<file path="src/inc/safe_io_defs.svh">
// Offsets, field positions, reset values and timing for the safe I/O block
`ifndef SAFE_IO_DEFS_SVH
`define SAFE_IO_DEFS_SVH

`define ADDR_SRC_SEL_0 8'h00
`define ADDR_SRC_SEL_1 8'h04
`define ADDR_SRC_SEL_2 8'h08
`define ADDR_SRC_SEL_3 8'h0C
`define ADDR_PAIR_SEL_0 8'h10
`define ADDR_PAIR_SEL_1 8'h14
`define ADDR_CTRL 8'h18
`define ADDR_LEVELS 8'h1C
`define ADDR_IRQ_STATUS 8'h20
`define ADDR_IRQ_MASK 8'h24

`define CTRL_PIN_EN_LSB 0
`define CTRL_POUT_EN_LSB 2
`define LVL_IN_LSB 0
`define LVL_OUT_LSB 4
`define LVL_PIN_LSB 8
`define LVL_POUT_LSB 10
`define LVL_PFAIL_LSB 12

`define SRC_SEL_RST_0 8'hFF
`define SRC_SEL_RST_1 8'hFF
`define SRC_SEL_RST_2 8'h00
`define SRC_SEL_RST_3 8'hFF
`define PAIR_SEL_RST 8'h00
`define CTRL_RST 4'h0
`define IRQ_MASK_RST 2'h0

`define CODE_OFF 8'h00
`define CODE_FUNC_LAST 8'h40
`define CODE_READY 8'h43
`define CODE_RESTART_AX1 8'h45
`define CODE_RESTART_AX2 8'h46
`define CODE_ALWAYS_ON 8'hFF

`define MISMATCH_MS 100
`define CLK_PERIOD_NS 10

`endif

</file>
<file path="src/inc/safe_io_pkg.sv">
// Types shared by the safe I/O block
package safe_io_pkg;

  typedef struct packed {
    logic oe;
    logic val;
  } drive_type;

  typedef struct packed {
    logic cyc;
    logic stb;
    logic we;
    logic [7:0] adr;
    logic [3:0] sel;
    logic [31:0] dat;
  } wb_req_type;

endpackage : safe_io_pkg

</file>
<file path="src/design/pair_supervisor.sv">
// Disagreement timer for one pair of safe inputs
`timescale 1ns/10ps
module pair_supervisor #(
  parameter int unsigned LIMIT = 10000000,
  parameter int unsigned CNT_W = 24
) (
  // Clock and reset
  input wire logic clk_i,
  input wire logic rst_n_i,
  // Pair
  input wire logic en_i,
  input wire logic a_i,
  input wire logic b_i,
  // Fault level
  output logic fault_o
);

  logic [CNT_W-1:0] cnt_reg;
  logic [CNT_W-1:0] cnt_next;
  wire mismatch = a_i ^ b_i;
  wire at_limit = (cnt_reg == CNT_W'(LIMIT));

  // Restart from zero on agreement or when supervision is off
  assign cnt_next = (!en_i || !mismatch) ? '0 : (at_limit ? cnt_reg : cnt_reg + CNT_W'(1));
  // Fires on the mismatch cycle after LIMIT mismatching cycles
  assign fault_o = en_i & mismatch & at_limit;

  always_ff @(posedge clk_i or negedge rst_n_i) begin
    if (!rst_n_i) begin
      cnt_reg <= '0;
    end else begin
      cnt_reg <= cnt_next;
    end
  end

endmodule : pair_supervisor

</file>
<file path="src/design/safe_io_top.sv">
// Safe I/O source routing, pairing, supervision and Wishbone registers
`timescale 1ns/10ps
`include "safe_io_defs.svh"
module safe_io_top #(
  parameter int unsigned FUNC_W = 65,
  parameter int unsigned MISMATCH_CYCLES = `MISMATCH_MS * 1000000 / `CLK_PERIOD_NS,
  parameter int unsigned CNT_W = 24
) (
  // Clock and reset
  input wire logic mclk_i,
  input wire logic rst_n_i,
  // Wishbone slave
  input wire logic wb_cyc_i,
  input wire logic wb_stb_i,
  input wire logic wb_we_i,
  input wire logic [7:0] wb_adr_i,
  input wire logic [3:0] wb_sel_i,
  input wire logic [31:0] wb_dat_i,
  output logic [31:0] wb_dat_o,
  output logic wb_ack_o,
  // Safety function states and restart requests
  input wire logic [FUNC_W-1:0] func_state_i,
  input wire logic [1:0] restart_ack_req_i,
  // Safe pins
  input wire logic [3:0] safe_in_i,
  output logic [3:0] safe_out_o,
  output logic [3:0] safe_out_oe_o,
  // Status
  output logic safe_state_o,
  output logic irq_o
);

  // Reset release
  logic rst_meta_reg;
  logic rst_ok_reg;
  always_ff @(posedge mclk_i or negedge rst_n_i) begin
    if (!rst_n_i) begin
      rst_meta_reg <= 1'b0;
      rst_ok_reg <= 1'b0;
    end else begin
      rst_meta_reg <= 1'b1;
      rst_ok_reg <= rst_meta_reg;
    end
  end

  // Pin synchroniser
  logic [3:0] in_meta_reg;
  logic [3:0] in_sync_reg;
  always_ff @(posedge mclk_i or negedge rst_ok_reg) begin
    if (!rst_ok_reg) begin
      in_meta_reg <= 4'h0;
      in_sync_reg <= 4'h0;
    end else begin
      in_meta_reg <= safe_in_i;
      in_sync_reg <= in_meta_reg;
    end
  end

  // Bus request
  safe_io_pkg::wb_req_type req;
  assign req = '{cyc: wb_cyc_i, stb: wb_stb_i, we: wb_we_i, adr: wb_adr_i, sel: wb_sel_i, dat: wb_dat_i};

  logic ack_reg;
  logic [31:0] rdat_reg;
  logic [7:0] src_sel_reg [4];
  logic [7:0] pair_sel_reg [2];
  logic [3:0] ctrl_reg;
  logic [1:0] status_reg;
  logic [1:0] status_next;
  logic [1:0] mask_reg;
  logic [13:0] levels_reg;
  logic [3:0] out_reg;
  logic [3:0] oe_reg;
  logic safe_reg;
  logic irq_reg;

  wire access = req.cyc & req.stb & ~ack_reg;
  wire wr_lo = access & req.we & req.sel[0];
  wire [1:0] pin_en = ctrl_reg[`CTRL_PIN_EN_LSB +: 2];
  wire [1:0] pout_en = ctrl_reg[`CTRL_POUT_EN_LSB +: 2];
  wire safe_now = |status_reg;

  // Source code to pin drive
  function automatic safe_io_pkg::drive_type route_src(input logic [7:0] code,
                                                       input logic [FUNC_W-1:0] func,
                                                       input logic [1:0] rak);
    safe_io_pkg::drive_type d;
    d.oe = 1'b1;
    d.val = 1'b0;
    if (code == `CODE_OFF) begin
      d.oe = 1'b0;
    end else if (code == `CODE_ALWAYS_ON || code == `CODE_READY) begin
      d.val = 1'b1;
    end else if (code == `CODE_RESTART_AX1) begin
      d.val = rak[0];
    end else if (code == `CODE_RESTART_AX2) begin
      d.val = rak[1];
    end else if (code <= `CODE_FUNC_LAST && 32'(code) < FUNC_W) begin
      d.val = func[code[6:0]];
    end
    return d;
  endfunction : route_src

  // Per-output routing
  safe_io_pkg::drive_type drv [4];
  wire [3:0] out_next;
  wire [3:0] oe_next;
  genvar k;
  generate
    for (k = 0; k < 4; k++) begin : g_out
      // Unpaired output follows its own selector, paired one the pair selector
      wire [7:0] code = pout_en[k/2] ? pair_sel_reg[k/2] : src_sel_reg[k];
      assign drv[k] = route_src(code, func_state_i, restart_ack_req_i);
      // Safe state still drives, but low
      assign out_next[k] = drv[k].val & ~safe_now;
      assign oe_next[k] = drv[k].oe;
    end
  endgenerate

  // Single process so each pin register has one driver
  always_ff @(posedge mclk_i or negedge rst_ok_reg) begin
    if (!rst_ok_reg) begin
      out_reg <= 4'h0;
      oe_reg <= 4'h0;
    end else begin
      out_reg <= out_next;
      oe_reg <= oe_next;
    end
  end

  // Pair supervision
  logic [1:0] fault;
  logic [1:0] mismatch;
  genvar p;
  generate
    for (p = 0; p < 2; p++) begin : g_pair
      assign mismatch[p] = in_sync_reg[2*p] ^ in_sync_reg[2*p+1];
      pair_supervisor #(
        .LIMIT(MISMATCH_CYCLES),
        .CNT_W(CNT_W)
      ) u_sup (
        .clk_i(mclk_i),
        .rst_n_i(rst_ok_reg),
        .en_i(pin_en[p]),
        .a_i(in_sync_reg[2*p]),
        .b_i(in_sync_reg[2*p+1]),
        .fault_o(fault[p])
      );
    end
  endgenerate

  // Set wins over write-one-to-clear
  wire w1c = wr_lo & (req.adr == `ADDR_IRQ_STATUS);
  assign status_next = (status_reg & ~(w1c ? req.dat[1:0] : 2'h0)) | fault;

  // Level snapshot; unequal pairs read 0, and unequal input pairs also set the failure bit
  wire [1:0] pin_lvl = {&in_sync_reg[3:2], &in_sync_reg[1:0]};
  wire [1:0] pout_lvl = {&out_reg[3:2], &out_reg[1:0]};
  wire [13:0] levels_next = {mismatch, pout_lvl, pin_lvl, out_reg, in_sync_reg};

  // Read mux
  logic [31:0] rd_data;
  always_comb begin
    rd_data = 32'h0000_0000;
    case (req.adr)
      `ADDR_SRC_SEL_0: rd_data = {24'h00_0000, src_sel_reg[0]};
      `ADDR_SRC_SEL_1: rd_data = {24'h00_0000, src_sel_reg[1]};
      `ADDR_SRC_SEL_2: rd_data = {24'h00_0000, src_sel_reg[2]};
      `ADDR_SRC_SEL_3: rd_data = {24'h00_0000, src_sel_reg[3]};
      `ADDR_PAIR_SEL_0: rd_data = {24'h00_0000, pair_sel_reg[0]};
      `ADDR_PAIR_SEL_1: rd_data = {24'h00_0000, pair_sel_reg[1]};
      `ADDR_CTRL: rd_data = {28'h000_0000, ctrl_reg};
      `ADDR_LEVELS: rd_data = {18'h0_0000, levels_reg};
      `ADDR_IRQ_STATUS: rd_data = {30'h0000_0000, status_reg};
      `ADDR_IRQ_MASK: rd_data = {30'h0000_0000, mask_reg};
      default: rd_data = 32'h0000_0000;
    endcase
  end

  always_ff @(posedge mclk_i or negedge rst_ok_reg) begin
    if (!rst_ok_reg) begin
      ack_reg <= 1'b0;
      rdat_reg <= 32'h0000_0000;
    end else begin
      ack_reg <= access;
      rdat_reg <= access ? rd_data : 32'h0000_0000;
    end
  end

  // Configuration writes; full 8-bit code range is accepted
  always_ff @(posedge mclk_i or negedge rst_ok_reg) begin
    if (!rst_ok_reg) begin
      src_sel_reg[0] <= `SRC_SEL_RST_0;
      src_sel_reg[1] <= `SRC_SEL_RST_1;
      src_sel_reg[2] <= `SRC_SEL_RST_2;
      src_sel_reg[3] <= `SRC_SEL_RST_3;
      pair_sel_reg[0] <= `PAIR_SEL_RST;
      pair_sel_reg[1] <= `PAIR_SEL_RST;
      ctrl_reg <= `CTRL_RST;
      mask_reg <= `IRQ_MASK_RST;
    end else if (wr_lo) begin
      case (req.adr)
        `ADDR_SRC_SEL_0: src_sel_reg[0] <= req.dat[7:0];
        `ADDR_SRC_SEL_1: src_sel_reg[1] <= req.dat[7:0];
        `ADDR_SRC_SEL_2: src_sel_reg[2] <= req.dat[7:0];
        `ADDR_SRC_SEL_3: src_sel_reg[3] <= req.dat[7:0];
        `ADDR_PAIR_SEL_0: pair_sel_reg[0] <= req.dat[7:0];
        `ADDR_PAIR_SEL_1: pair_sel_reg[1] <= req.dat[7:0];
        `ADDR_CTRL: ctrl_reg <= req.dat[3:0];
        `ADDR_IRQ_MASK: mask_reg <= req.dat[1:0];
        default: ctrl_reg <= ctrl_reg;
      endcase
    end
  end

  always_ff @(posedge mclk_i or negedge rst_ok_reg) begin
    if (!rst_ok_reg) begin
      status_reg <= 2'h0;
      levels_reg <= 14'h0000;
      safe_reg <= 1'b0;
      irq_reg <= 1'b0;
    end else begin
      status_reg <= status_next;
      levels_reg <= levels_next;
      safe_reg <= |status_next;
      irq_reg <= |(status_next & mask_reg);
    end
  end

  assign wb_ack_o = ack_reg;
  assign wb_dat_o = rdat_reg;
  assign safe_out_o = out_reg;
  assign safe_out_oe_o = oe_reg;
  assign safe_state_o = safe_reg;
  assign irq_o = irq_reg;
endmodule : safe_io_top

</file>
<file path="config.mk">
export PLATFORM = sky130hd
export DESIGN_NAME = safe_io_top
export DESIGN_NICKNAME = d
export VERILOG_FILES = /design/src/inc/safe_io_pkg.sv /design/src/design/pair_supervisor.sv /design/src/design/safe_io_top.sv
export VERILOG_INCLUDE_DIRS = /design/src /design/src/inc
export SDC_FILE = /design/constraint.sdc
export NUM_CORES = 1
export LEC_CHECK = 0
export BUFFER_PORTS_ARGS = -buffer_cell sky130_fd_sc_hd__buf_2
export CAP_MARGIN = 5
export CORE_UTILIZATION = 52
export CTS_CLUSTER_DIAMETER = 60
export DETAILED_ROUTE_END_ITERATION = 12
export PLACE_DENSITY = 0.81
export SYNTH_ARGS = -nofsm -noshare
export SYNTH_HDL_FRONTEND = slang
export SYNTH_SLANG_ARGS = --single-unit
</file>
<file path="constraint.sdc">
create_clock -name mclk_i -period 4.5 [get_ports mclk_i]
set_clock_uncertainty 0.1 [all_clocks]
set_input_delay 0.45 -clock mclk_i [delete_from_list [all_inputs] [get_ports mclk_i]]
set_output_delay 0.45 -clock mclk_i [all_outputs]
set_load 0.02 [all_outputs]
</file>
==> metrics <==
main flop type after synthesis=dfrtp_1; Mapped Cells=1060; cell row count=50; CTS tree=built; vias in the first global route=8684; initial DRC count=1064; Post-DP HPWL=21150 um; Leakage=4.696 nW; Cell Pwr Density=287.7 mW/mm2; CTS Root Cell=clkbuf_16; Crit Path Class=register to register; max_cap viols=0; Hold-fix buffers, CTS=1; total gr overflow=0; Post-Route WL=30220 um; Max VDD drop=0.3012 mV; Post-route DRC=0; Die H=140.9 um; data arrival time of the worst path=3580 ps; clock latency at the later pin of the worst-skew pair=420 ps; WP buf/inv=1; TNS Setup=0 ps; Die X=140.9 um; min cycle time layout=3418 ps; Synth-to-Final Area Change=12.81%; largest net degree at the start of global routing=93; placed insts=1390; max incr delay on CP=720 ps; final std cells w/o fill=1423; register area share after synthesis=38.46%; Routed WL per cell=21.23 um; Layout Utilization=60.11%; io pins=163; Placement Cell Area=0.01064 mm2; antenna-violating nets left=0; IO buf count=117; drt pass-1 iters=6; Clock Path Buffers=2; hold crit path type=primary input to register; CTS clk-pin slew, worst paths=60 ps; Worst path top cell family by delay=simple AND/OR/NAND/NOR gates; Startpoint Class=register; Slew @ Worst Pin=1105 ps; fin nets=1276; Routability Congestion=1.047; CTS resizes=0; first-pass GRT wire length=46390 um; synth unique cells=72; die area=0.01985 mm2; number of antenna violations at the first check in global routing=0; Ys Warns=0; synthesized area per cell=9.465 um2; Worst setup EP type=register; final setup vio count=0; Rel. slew slack=24.21%; max reg flops=48; Starting Density=53.28%; crit path max-delay cell type=dfrtp_1; crit-path cells=buf_4, mux2i_1, nand2_1, nor4_2, nand3_1, o21ai_0, a221oi_1, a2111oi_2; share of cells above drive strength 1=24.25%; Post-synth EDFFs=0; fill count=1591; ant diodes=0; clock sink total=153; Vias=9208; critical path peak fanout=15; # H-tree levels=4; Slew Viols, Final=0; outcome=finished clean; setup bufs post-CTS=0; Core Area=0.01883 mm2; final number of hold-violating endpoints=0; f_max=292.6 MHz; Tcrit/Tclk final=75.95%; mapped cell area=0.01003 mm2; fraction of registers with async set/reset=100.0%; Vias/cell=6.471; unrepaired setup endpoints after global routing=false; CP required=4660 ps; WHS=35.91 ps; GRT Util Overall=30.34%; synthesis-stage register bit count=153; cts bufs inserted=17; fin area=0.01132 mm2
==> kinds of logic (layout without fill, tap and decap cells) <==
| logic type | after synthesis | after routing | share of synthesized area (%) |
|---|---|---|---|
| and+or+nand+nor | 442 | 442 | 21.22 |
| adders and majority gates | 6 | 6 | 0.7482 |
| AOI/OAI and AO/OA | 163 | 163 | 11.80 |
| DFF | 153 | 153 | 38.46 |
| muxes | 168 | 168 | 19.34 |
| xor gates and xnor gates | 35 | 35 | 3.055 |
| buffers and inverters | 91 | 177 | 5.300 |
| other | 2 | 19 | 0.07485 |
==> path summary, 6_finish.rpt <==
path | end | start | depth (start not counted) | slack (ps)
setup / recovery | safe_out_o[1] | ctrl_reg[2] | 8 | 1080
hold / removal | in_meta_reg[1] | safe_in_i[1] | 1 | 40
setup reg to reg | safe_out_o[1] | ctrl_reg[2] | 8 | 1080
hold reg to reg | in_sync_reg[1] | in_meta_reg[1] | 0 | 260
max in group asynchronous | src_sel_reg[4] | rst_ok_reg | 1 | 3040
min in group asynchronous | rst_ok_reg | rst_n_i | 2 | 240
==> cell type report <==
cell class | count | area [um2] | share of cell area [%]
Multi-Input combinational cell | 833 | 5707 | 50.42
Sequential cell | 153 | 3862 | 34.13
Tap cell | 260 | 325.3 | 2.874
Clock inverter | 10 | 188.9 | 1.669
Inverter | 16 | 60.06 | 0.5306
Timing Repair Buffer | 129 | 690.7 | 6.102
Clock buffer | 22 | 484.2 | 4.278
==> cell usage in the layout (no fill, tap or decap), types with 27 or more instances in the layout <==
master	synthesis	layout
nand2_1	171	171
dfrtp_1	129	128
buf_2	18	117
mux2i_1	78	78
mux2_2	74	74
nor2_1	65	65
nand3_1	58	58
a21oi_1	33	33
and3_1	31	31
xor2_1	29	29
nand4_1	27	27
==> per-stage QoR <==
stage | total power [mW] | setup WS (ps)
final | 3.256 | 1082
after global routing | 3.350 | 914.4
after CTS | 3.262 | 1171
after detailed placement | 1.674 | 1229
after global placement | 1.670 | 1297
after floorplan | 1.566 | 1887
==> power breakdown <==
part | switching (mW) | total, mW | internal, mW
clock network | 0.551 | 1.60 | 1.04
logic | 0.157 | 0.247 | 0.0899
registers | 0.0201 | 1.41 | 1.39
==> layer usage <==
metal	track usage (%)	vias to the layer above	part of all wire (%)
met2	49.54	557	48
met1	39.25	4504	39
met3	6.386	106	8.8
li1	-	4041	-
met5	0	-	0
met4	12.70	0	3.6
==> synth_stat cells, types with 11 or more instances <==
master | instances | area, um2
mux4_2 | 11 | 247.7
mux2i_1 | 78 | 780.8
o21ai_0 | 25 | 125.1
nor3_1 | 20 | 100.1
a21oi_1 | 33 | 165.2
mux2_2 | 74 | 833.3
nand3_1 | 58 | 290.3
dfrtp_1 | 129 | 3228
dfstp_2 | 24 | 630.6
inv_1 | 16 | 60.06
xor2_1 | 29 | 254.0
a22oi_1 | 19 | 142.6
nor2b_1 | 11 | 68.82
clkbuf_1 | 24 | 90.09
nand4_1 | 27 | 168.9
and3_1 | 31 | 193.9
buf_2 | 18 | 90.09
buf_4 | 26 | 195.2
nand2_1 | 171 | 641.9
nor2_1 | 65 | 244.0
(Power assumes the default switching activity.)
